### config.mk
export PLATFORM = sky130hd
export DESIGN_NAME = stfa_fault_aggregator
export DESIGN_NICKNAME = d
export VERILOG_FILES = /design/src/hw/stfa_pkg.sv /design/src/hw/stfa_fault_aggregator.sv
export SDC_FILE = /design/constraint.sdc
export NUM_CORES = 1
export LEC_CHECK = 0
export ABC_AREA = 1
export BUFFER_PORTS_ARGS = -buffer_cell sky130_fd_sc_hd__buf_2
export CAP_MARGIN = 40
export CORE_MARGIN = 2
export CORE_UTILIZATION = 40
export DETAILED_ROUTE_END_ITERATION = 16
export GPL_TIMING_DRIVEN = 1
export HOLD_SLACK_MARGIN = 0.05
export PLACE_DENSITY = 0.71
export SYNTH_ARGS = -nofsm -noshare
export SYNTH_HDL_FRONTEND = slang
export SYNTH_SLANG_ARGS = --single-unit
### constraint.sdc
create_clock -name sys_clk -period 4.9 [get_ports sys_clk]
set_clock_uncertainty 0.05 [all_clocks]
set_input_delay 0.245 -clock sys_clk [delete_from_list [all_inputs] [get_ports sys_clk]]
set_output_delay 0.245 -clock sys_clk [all_outputs]
set_load 0.03 [all_outputs]
### src/hw/stfa_pkg.sv
package stfa_pkg;

  // Fault codes, one bit position each in the fault vector.
  localparam int unsigned NUM_FAULTS = 20;
  localparam logic [4:0] F_ADC_GROUND = 5'h00;
  localparam logic [4:0] F_ANALOG_OUT_SUPPLY = 5'h01;
  localparam logic [4:0] F_BATTERY_LOST = 5'h02;
  localparam logic [4:0] F_CLOCK_NOT_SET = 5'h03;
  localparam logic [4:0] F_INPUT_SUPPLY = 5'h04;
  localparam logic [4:0] F_DATA_MEM = 5'h05;
  localparam logic [4:0] F_FACTORY_SERVICE = 5'h06;
  localparam logic [4:0] F_PROG_MEM = 5'h07;
  localparam logic [4:0] F_FORCE_ANALOG = 5'h08;
  localparam logic [4:0] F_FORCE_RELAYS = 5'h09;
  localparam logic [4:0] F_INT_LINK = 5'h0A;
  localparam logic [4:0] F_INT_TEMP = 5'h0B;
  localparam logic [4:0] F_TIME_SYNC = 5'h0C;
  localparam logic [4:0] F_BATTERY_LOW = 5'h0D;
  localparam logic [4:0] F_NOT_CALIBRATED = 5'h0E;
  localparam logic [4:0] F_PICKUP_TEST = 5'h0F;
  localparam logic [4:0] F_PROTO_SW = 5'h10;
  localparam logic [4:0] F_NOT_READY = 5'h11;
  localparam logic [4:0] F_RTC_FAIL = 5'h12;
  localparam logic [4:0] F_SIMULATION = 5'h13;

  // Bits set here are major faults; all others are minor.
  localparam logic [19:0] MAJOR_MASK = 20'h000E1;

  // Temperature limits in whole degrees C, signed.
  localparam logic signed [9:0] TEMP_MIN_C = -10'sd40;
  localparam logic signed [9:0] TEMP_MAX_C = 10'sd85;

  // APB register byte addresses.
  localparam logic [11:0] ADDR_STATUS = 12'h000;
  localparam logic [11:0] ADDR_FAULTS = 12'h004;
  localparam logic [11:0] ADDR_CONFIG = 12'h008;
  localparam logic [11:0] ADDR_QUEUE = 12'h00C;
  localparam logic [11:0] ADDR_EVCOUNT = 12'h010;

  // Config register fields and reset value.
  localparam int unsigned CFG_SYNC_EN = 0;
  localparam int unsigned CFG_PICKUP = 1;
  localparam int unsigned CFG_FORCE_RELAYS = 2;
  localparam int unsigned CFG_FORCE_ANALOG = 3;
  localparam int unsigned CFG_SIMULATION = 4;
  localparam int unsigned CFG_READY = 5;
  localparam int unsigned CFG_WIDTH = 6;
  localparam logic [5:0] CFG_RESET = 6'h00;

  // Diagnostic queue depth and queue read word fields.
  localparam int unsigned QDEPTH = 8;
  localparam int unsigned QPTR_W = 3;
  localparam logic [31:0] QUEUE_EMPTY_WORD = 32'h00000000;
  localparam int unsigned QW_VALID = 31;

  typedef struct packed {
    logic adc_ground_fail;
    logic analog_out_supply_fault;
    logic battery_lost;
    logic battery_low;
    logic clock_never_set;
    logic input_supply_fault;
    logic data_mem_uncorrectable;
    logic factory_service;
    logic prog_mem_crc_error;
    logic int_link_fail;
    logic signed [9:0] temp_c;
    logic time_sync_undecodable;
    logic not_calibrated;
    logic proto_software;
    logic rtc_fail;
  } stfa_monitor_type;

  typedef struct packed {
    logic valid;
    logic major;
    logic [4:0] code;
  } stfa_event_type;

  typedef enum logic [1:0] {
    ST_INIT = 2'b00,
    ST_RUN = 2'b01
  } stfa_state_type;

endpackage

### src/hw/stfa_fault_aggregator.sv
`timescale 1ns/100ps
// How it works
// [RQ1] Any active fault de-energizes the self-test warning relay output.
// [RQ2] Each newly raised fault posts its code to the diagnostic queue.
// [RQ3] Each newly raised fault writes a record to the event recorder port; the record is held back while the diagnostic queue is full.
// [RQ4] Any major fault turns off the in-service lamp.
// [RQ5] Any major fault inhibits all output relays.
// [RQ6] Converter ground check failure is a major fault.
// [RQ7] Uncorrectable data memory corruption is a major fault.
// [RQ8] Program memory CRC error is a major fault.
// [RQ9] Factory service mode is a major fault.
// [RQ10] Loss of the analog output supply is a minor fault.
// [RQ11] Loss of the logic input contact supply is a minor fault.
// [RQ12] Battery lost and battery low are separate minor faults.
// [RQ13] Clock never set is a minor fault.
// [RQ14] Pickup test, forced relays, forced analog outputs are separate minor faults.
// [RQ15] Internal board link failure is a minor fault.
// [RQ16] Temperature below -40 C or above +85 C is a minor fault.
// [RQ17] Time sync enabled yet undecodable is a minor fault.
// [RQ18] Missing factory calibration is a minor fault.
// [RQ19] Prototype software and simulation mode are separate minor faults.
// [RQ20] Operation setting not ready is a minor fault.
// [RQ21] Real-time clock circuit failure is a minor fault.
// [RQ22] Checks run once at power-up, then continuously every cycle.
// [RQ23] With no fault the warning relay is energized and its lamp off.
// [RQ24] Outputs follow the OR of active flags; major effects use major flags only.
module stfa_fault_aggregator (
  input wire logic sys_clk,
  input wire logic sys_rst,
  input wire logic psel,
  input wire logic penable,
  input wire logic pwrite,
  input wire logic [11:0] paddr,
  input wire logic [31:0] pwdata,
  output logic [31:0] prdata,
  output logic pready,
  output logic pslverr,
  input wire stfa_pkg::stfa_monitor_type mon,
  output logic warn_relay_energize,
  output logic warn_lamp,
  output logic in_service_lamp,
  output logic relay_inhibit,
  output stfa_pkg::stfa_event_type event_rec,
  output logic [19:0] fault_vec
);
  import stfa_pkg::*;

  logic [19:0] raw_faults;
  logic [19:0] fault_q;
  logic [19:0] fault_d;
  logic [19:0] new_faults;
  logic [CFG_WIDTH-1:0] cfg_q;
  logic [4:0] q_mem [QDEPTH];
  logic [QPTR_W-1:0] q_wr_q;
  logic [QPTR_W-1:0] q_rd_q;
  logic [QPTR_W:0] q_cnt_q;
  logic [15:0] ev_count_q;
  logic [4:0] new_code;
  logic new_any;
  logic any_fault;
  logic major_fault;
  logic temp_bad;
  logic q_full;
  logic q_empty;
  logic q_push;
  logic q_pop;
  logic wr_en;
  logic rd_en;
  logic addr_ok;
  logic [31:0] rd_mux;
  stfa_state_type state_q;
  stfa_event_type event_d;

  // Lowest-numbered set bit, used to serialise new faults one per cycle.
  function automatic logic [4:0] lowest_set(input logic [19:0] v);
    logic [4:0] idx;
    idx = 5'h00;
    for (int i = NUM_FAULTS - 1; i >= 0; i--) begin
      if (v[i]) begin
        idx = 5'(i);
      end
    end
    return idx;
  endfunction

  function automatic logic [19:0] onehot(input logic [4:0] code);
    return 20'h00001 << code;
  endfunction

  assign temp_bad = (mon.temp_c < TEMP_MIN_C) || (mon.temp_c > TEMP_MAX_C); // RQ16

  always_comb begin
    raw_faults = 20'h00000;
    raw_faults[F_ADC_GROUND] = mon.adc_ground_fail; // RQ6
    raw_faults[F_DATA_MEM] = mon.data_mem_uncorrectable; // RQ7
    raw_faults[F_PROG_MEM] = mon.prog_mem_crc_error; // RQ8
    raw_faults[F_FACTORY_SERVICE] = mon.factory_service; // RQ9
    raw_faults[F_ANALOG_OUT_SUPPLY] = mon.analog_out_supply_fault; // RQ10
    raw_faults[F_INPUT_SUPPLY] = mon.input_supply_fault; // RQ11
    raw_faults[F_BATTERY_LOST] = mon.battery_lost; // RQ12
    raw_faults[F_BATTERY_LOW] = mon.battery_low; // RQ12
    raw_faults[F_CLOCK_NOT_SET] = mon.clock_never_set; // RQ13
    raw_faults[F_PICKUP_TEST] = cfg_q[CFG_PICKUP]; // RQ14
    raw_faults[F_FORCE_RELAYS] = cfg_q[CFG_FORCE_RELAYS]; // RQ14
    raw_faults[F_FORCE_ANALOG] = cfg_q[CFG_FORCE_ANALOG]; // RQ14
    raw_faults[F_INT_LINK] = mon.int_link_fail; // RQ15
    raw_faults[F_INT_TEMP] = temp_bad; // RQ16
    raw_faults[F_TIME_SYNC] = cfg_q[CFG_SYNC_EN] & mon.time_sync_undecodable; // RQ17
    raw_faults[F_NOT_CALIBRATED] = mon.not_calibrated; // RQ18
    raw_faults[F_PROTO_SW] = mon.proto_software; // RQ19
    raw_faults[F_SIMULATION] = cfg_q[CFG_SIMULATION]; // RQ19
    raw_faults[F_NOT_READY] = ~cfg_q[CFG_READY]; // RQ20
    raw_faults[F_RTC_FAIL] = mon.rtc_fail; // RQ21
  end

  // Flags are recomputed every cycle from the live conditions.
  assign fault_d = raw_faults; // RQ22 RQ24

  // A fault counts as new until it has been reported; one report per cycle.
  logic [19:0] reported_q;
  assign new_faults = fault_q & ~reported_q;
  assign new_any = |new_faults;
  assign new_code = lowest_set(new_faults);

  assign any_fault = |fault_q; // RQ24
  assign major_fault = |(fault_q & MAJOR_MASK); // RQ24

  assign warn_relay_energize = (state_q == ST_RUN) && !any_fault; // RQ1 RQ23
  assign warn_lamp = any_fault; // RQ23
  assign in_service_lamp = (state_q == ST_RUN) && !major_fault; // RQ4
  assign relay_inhibit = (state_q != ST_RUN) || major_fault; // RQ5
  assign fault_vec = fault_q;

  assign q_full = (q_cnt_q == 4'(QDEPTH));
  assign q_empty = (q_cnt_q == 4'h0);
  assign q_push = new_any && !q_full; // RQ2
  assign q_pop = rd_en && (paddr == ADDR_QUEUE) && !q_empty;

  assign event_d.valid = new_any && !q_full; // RQ3
  assign event_d.major = |(onehot(new_code) & MAJOR_MASK);
  assign event_d.code = new_code;

  // The first clocked sample of all checks happens in ST_INIT after reset.
  always_ff @(posedge sys_clk or posedge sys_rst) begin
    if (sys_rst) begin
      state_q <= ST_INIT;
      fault_q <= 20'h00000;
      reported_q <= 20'h00000;
      event_rec <= '0;
    end else begin
      state_q <= ST_RUN; // RQ22
      fault_q <= fault_d;
      reported_q <= (reported_q | (q_push ? onehot(new_code) : 20'h00000)) & fault_d;
      event_rec <= event_d; // RQ3
    end
  end

  always_ff @(posedge sys_clk or posedge sys_rst) begin
    if (sys_rst) begin
      q_wr_q <= '0;
      q_rd_q <= '0;
      q_cnt_q <= '0;
    end else begin
      if (q_push) begin
        q_wr_q <= q_wr_q + 3'h1;
      end
      if (q_pop) begin
        q_rd_q <= q_rd_q + 3'h1;
      end
      q_cnt_q <= q_cnt_q + 4'(q_push) - 4'(q_pop);
    end
  end

  always_ff @(posedge sys_clk) begin
    if (q_push) begin
      q_mem[q_wr_q] <= new_code; // RQ2
    end
  end

  always_ff @(posedge sys_clk or posedge sys_rst) begin
    if (sys_rst) begin
      ev_count_q <= 16'h0000;
    end else if (event_d.valid) begin
      ev_count_q <= ev_count_q + 16'h0001;
    end
  end

  // APB slave: zero wait states, error on unmapped address.
  assign wr_en = psel && penable && pwrite;
  assign rd_en = psel && penable && !pwrite;
  assign addr_ok = (paddr == ADDR_STATUS) || (paddr == ADDR_FAULTS) || (paddr == ADDR_CONFIG) ||
                   (paddr == ADDR_QUEUE) || (paddr == ADDR_EVCOUNT);
  assign pready = 1'b1;
  assign pslverr = psel && penable && !addr_ok;

  always_ff @(posedge sys_clk or posedge sys_rst) begin
    if (sys_rst) begin
      cfg_q <= CFG_RESET;
    end else if (wr_en && (paddr == ADDR_CONFIG)) begin
      cfg_q <= pwdata[CFG_WIDTH-1:0];
    end
  end

  always_comb begin
    rd_mux = 32'h00000000;
    case (paddr)
      ADDR_STATUS: rd_mux = {28'h0000000, relay_inhibit, in_service_lamp, major_fault, any_fault};
      ADDR_FAULTS: rd_mux = {12'h000, fault_q};
      ADDR_CONFIG: rd_mux = {26'h0, cfg_q};
      ADDR_QUEUE: rd_mux = q_empty ? QUEUE_EMPTY_WORD :
                           {1'b1, 23'h0, |(onehot(q_mem[q_rd_q]) & MAJOR_MASK), 2'h0, q_mem[q_rd_q]};
      ADDR_EVCOUNT: rd_mux = {16'h0000, ev_count_q};
      default: rd_mux = 32'h00000000;
    endcase
  end

  assign prdata = rd_mux;
endmodule // stfa_fault_aggregator

# Word level (Yosys, flattened, before mapping)
# Memories as Yosys holds them, arrays and structs flattened.
# Index checks and enable logic that the tools add are counted.
# totals
out_inout_bits	65
register_bits	80
input_bits	73
word_cells	87
ramBits	40
memories	1
# memory_table
memory	depth	word_bits	rd	rd_ports_with_merged_regs	write_ports	line_no	source
q_mem	8	5	1	0	1	stfa_fault_aggregator.sv:53	logic [4:0] q_mem [QDEPTH];
# classes
muxes	25
reduce_logical	29
order_cmp	2
eq_ne	5
n_shift	2
bitwise_logic	7
add_sub_neg	5
# ops
cell	count
$pmux W32 S5	1
$mux W5	20
$and A20 B20 Y20	2
$reduce_or A20 Y1	2
$mux W32	1
$eq A12 B4 Y1 const B	2
$mux W20	1
$not A20 Y20	1
$or A20 B20 Y20	1
$shl A1 B5 Y20 const A	1
$add A16 B1 Y16 const B	1
$eq A12 B3 Y1 const B	1
$eq A12 B5 Y1 const B	1
$logic_not A12 Y1	1
$reduce_or A4 Y1	3
$gt A10 B8 Y1 const B	1
$logic_and A1 B1 Y1	10
$lt A10 B7 Y1 const B	1
$shl A1 B5 Y8 const A	1
$add A3 B1 Y3 const B	2
$logic_not A1 Y1	6
$logic_or A1 B1 Y1	6
$add A4 B1 Y4	1
$eq A4 B4 Y1 const B	1
5 further kinds	7

# Depth between registers and ports, before layout
# depth
ltp_word	26
depth_mapped	24
depth_no_buf	24

# Worst setup path after synthesis
# No wires, ideal clock.
# synth_timing
path_type	register to register
start	register fault_q[0] (netlist: fault_vec[0])
end	register q_cnt_q[2]
stages_incl_launch_ff	15
arrival_ns	2.544
synth_period_minus_slack_ns	2.717
n_path_buf	1
setup_time_ns	0.123
slack_ns	2.183
cell_sequence	dfrtp_1 -> nand2_1 -> nand2_4 -> nor2_2 -> nand2_4 -> nor2_2 -> inv_2 -> o21ai_4 -> buf_2 -> ha_1 -> inv_1 -> ha_1 -> inv_1 -> fa_1 -> xnor2_1
# synth_via
elab_chain_cells	5
# synth_lines
item	line_no	source
from (decl)	stfa_fault_aggregator.sv:49	logic [19:0] fault_q;
from (signal assigned)	stfa_fault_aggregator.sv:152	fault_q <= fault_d;
$and A20 B20 Y20	stfa_fault_aggregator.sv:121	assign new_faults = fault_q & ~reported_q;
$reduce_or A20 Y1	stfa_fault_aggregator.sv:122	assign new_any = |new_faults;
$logic_and A1 B1 Y1	stfa_fault_aggregator.sv:136	assign q_push = new_any && !q_full;
$add A4 B1 Y4	stfa_fault_aggregator.sv:170	q_cnt_q <= q_cnt_q + 4'(q_push) - 4'(q_pop);
$sub A4 B1 Y4	stfa_fault_aggregator.sv:170	
to (signal assigned)	stfa_fault_aggregator.sv:170	
to (decl)	stfa_fault_aggregator.sv:56	logic [QPTR_W:0] q_cnt_q;
# Every way passes these cells.
# A chain may end at the register's enable or synchronous reset.

# Final worst setup path
# layout_timing
start	register q_rd_q[0]
end	output port prdata[7]
# layout_via
elab_chain_cells	5
# layout_lines
item	line_no	source
from (decl)	stfa_fault_aggregator.sv:55	logic [QPTR_W-1:0] q_rd_q;
from (signal assigned)	stfa_fault_aggregator.sv:168	q_rd_q <= q_rd_q + 3'h1;
$mem_v2 Z8 W5	-	
$shl A1 B5 Y8	stfa_fault_aggregator.sv:87	return 20'h00001 << code;
$reduce_or A4 Y1	stfa_fault_aggregator.sv:211	{1'b1, 23'h0, |(onehot(q_mem[q_rd_q]) & MAJOR_MASK), 2'h0, q_mem[q_rd_q]};
$mux W32	stfa_fault_aggregator.sv:210	ADDR_QUEUE: rd_mux = q_empty ? QUEUE_EMPTY_WORD :
$pmux W32 S5	stfa_fault_aggregator.sv:206	case (paddr)
to (decl)	stfa_fault_aggregator.sv:35	output logic [31:0] prdata,
# Every way passes these cells.

==> metrics.yaml <==
status: "finished clean"
power_w: 0.00310
ctsRootBufferMaster: "clkbuf_16"
synth_flop_cell: "dfrtp_1"
cts_tree: "done"
maxCapViolCount: 0
path_cells: "inv_1 -> o21ai_0 -> o22ai_1 -> o21ai_1 -> nand2_1 -> xor2_1 -> o311ai_1 -> buf_2"
syn_area_per_cell_sq_um: 9.69
power.switching_w: 0.000918
synth-seq-area-share_pct: 55.7
final_core_util_pct: 51.3
seq_power_share_pct: 43.0
nNetsFinal: 805
tightestPinTransition_ns: 0.726
synthCells: 593
synth_seq_cells: 120
endpoint_kind: "output port"
n_antenna_cell: 0
max_stage_delay_ns: 0.81
critical_path_class: "reg2out"
hold_violations: 0
port_buffers: 98
gp_congestion: 0.866
yosys_warnings: 0
areaGrowthSynthToFinish_pct: 24.4
clk_pin_slew_ns: 0.05
overflow: 0
cts_buffers: 17
route.detailed.drc: 0
grt_pass1_wl_mm: 22.5
relSlewSlack_pct: 51.2
clkPwrFrac_pct: 36.9
setup_viol_count_final: 0
firstDrtPassIters: 4
wl_per_cell_um: 15.7
worst_ep_required_time_ns: 4.61
start_util_pct: 41.2
rsz0062_at_grt: "false"
grt_max_degree: 69
die_area_sq_um: 15300
fmax_mhz: 271
vias: 4567
period_needed_ns: 3.70
htreeDepth: 4
die_w_um: 124
layout_common_cells: "buf_2, nand2_1, nor2_1"
insertion_delay_ns: 0.42
drt-total-wl_mm: 14.4
row_count: 43
drt_iter0_drc: 217
cts_sinks: 120
core_region_area_sq_um: 13900
die_h_um: 124
synth_edf_count: 40
grt_pass1_vias: 4394
synth-async-reset-ratio_pct: 66.7
cts_resized: 0
ant_nets: 0
final_common_cell: "buf_2"
synth_cell_types: 45
combPwrFrac_pct: 20.1
crit_path_start_kind: "flop"
antenna_found_initial: 0
ir_worst_vdd_v: 0.000263
crit_slowest_cell: "dfrtp_1"
fin_tns_setup_ns: 0
swShare_pct: 29.6
power_density_nw_per_um2: 433
pre_cts_ws_ns: 1.54
syn_area_sq_um: 5750
arrival_ns: 3.40
post-dp-hpwl_mm: 10.7
track_usage_pct: 20.1
hold_class: "in2reg"
fin_area_sq_um: 7150
layout_setup_ws_ns: 1.20
internal_power_w: 0.00218
drive_gt1_share_pct: 23.6
avgViaCountPerCell: 5.00
p_leak_nw: 3.35
slew_viol_final: 0
ios: 138
path_max_fanout: 23
post_dp_cell_area_sq_um: 6410
cts_buffer_depth: 2
finalCritPeriodShare_pct: 75.4
-- cell type report --
| cell class | instances | area, sq um |
|---|---|---|
| well taps | 180 | 225 |
| clock inverters | 4 | 45.0 |
| clock buffers | 26 | 489 |
| inverters | 86 | 324 |
| flip-flops and latches | 120 | 3200 |
| multi-input cells | 376 | 2130 |
| repair buffers | 121 | 736 |
| fillers | 1265 | 6780 |
-- worst max-delay path, delay by kind of cell, from the launching register on --
family,cells,cell delay (ns)
xor gates and xnor gates,1,0.17
and+or+nand+nor,1,0.11
AOI/OAI and AO/OA,4,1.11
buffers and inverters,2,0.77
DFF,1,0.81
-- what timing repair did --
item,CTS,global route
buffers inserted,0,0
hold buffers,21,0
endpoints found under the hold margin,45,0
-- layer usage --
metal | global-route usage (%) | vias to the layer above | part of all wire (%)
met2 | 32.3 | 155 | 48
met1 | 26.4 | 2206 | 44
met4 | 5.18 | 0 | 1.1
met5 | 0 | - | 0
li1 | - | 2192 | -
met3 | 6.55 | 14 | 6.9
-- power by group through the flow --
stage          clock [W]  combinational (W)  sequential (W)
6_report         0.00114           0.000623         0.00133
5_1_grt          0.00120           0.000705         0.00135
4_1_cts          0.00116           0.000630         0.00133
3_5_place_dp           0           0.000613         0.00135
3_3_place_gp           0           0.000584         0.00134
2_1_floorplan          0           0.000433         0.00136
-- flip-flops by register name, summed over array words and instances, names as in the netlist --
| signal | flops |
|---|---|
| q_cnt_q | 4 |
| fault_vec | 20 |
| cfg_q | 6 |
| event_rec | 7 |
| state_q | 1 |
| ev_count_q | 16 |
| q_rd_q | 3 |
| reported_q | 20 |
| q_mem | 40 |
| q_wr_q | 3 |
-- Yosys cell counts (6+ instances only) --
master     n  share of area, %
a21boi_1   9               1.2
a21oi_1    7              0.61
a22oi_1    7              0.91
buf_4     13               1.7
clkbuf_1   8              0.52
dfrtp_1   80                35
edfxtp_1  40                21
ha_1       9               2.0
inv_1     71               4.6
inv_2     13              0.85
mux2_2     6               1.2
nand2_1   88               5.7
nand2_2    6              0.65
nand3_1   12               1.0
nand4_1   19               2.1
nor2_1    86               5.6
nor4_1     7              0.76
o21ai_0   27               2.4
o22ai_1   11               1.2
xor2_1    17               2.6
-- worst paths after layout --
check / start / to / slack (ns) / cells past startpoint
setup / recovery: q_rd_q[0] / prdata[7] / 1.20 / 8
max in group asynchronous: sys_rst / fault_vec[1] / 3.90 / 5
min in group asynchronous: sys_rst / event_rec[6] / 0.31 / 4
hold / removal: mon[10] / fault_vec[11] / 0.08 / 3
setup reg to reg: fault_vec[0] / q_cnt_q[2] / 2.05 / 13
hold reg to reg: cfg_q[4] / fault_vec[19] / 0.41 / 0
-- logic make-up after synthesis --
family | after synthesis | synth area share [%]
buffers and inverters | 108 | 7.92
adder cells (fa/ha/maj) | 10 | 2.31
AND/OR/NAND/NOR | 249 | 21.0
AO/OA/AOI/OAI | 77 | 8.55
XOR/XNOR | 21 | 3.20
multiplexers | 6 | 1.18
flip-flops | 120 | 55.7
other | 2 | 0.131
-- metrics by stage --
| stage | std cells | hold WS [ns] |
|---|---|---|
| floorplan | 604 | 0.226 |
| global placement | 861 | 0.318 |
| detailed placement | 862 | 0.213 |
| CTS | 913 | 0.0587 |
| global route | 913 | 0.0933 |
| finish | 913 | 0.0808 |
Note: power is estimated with default switching activity, not from simulation.
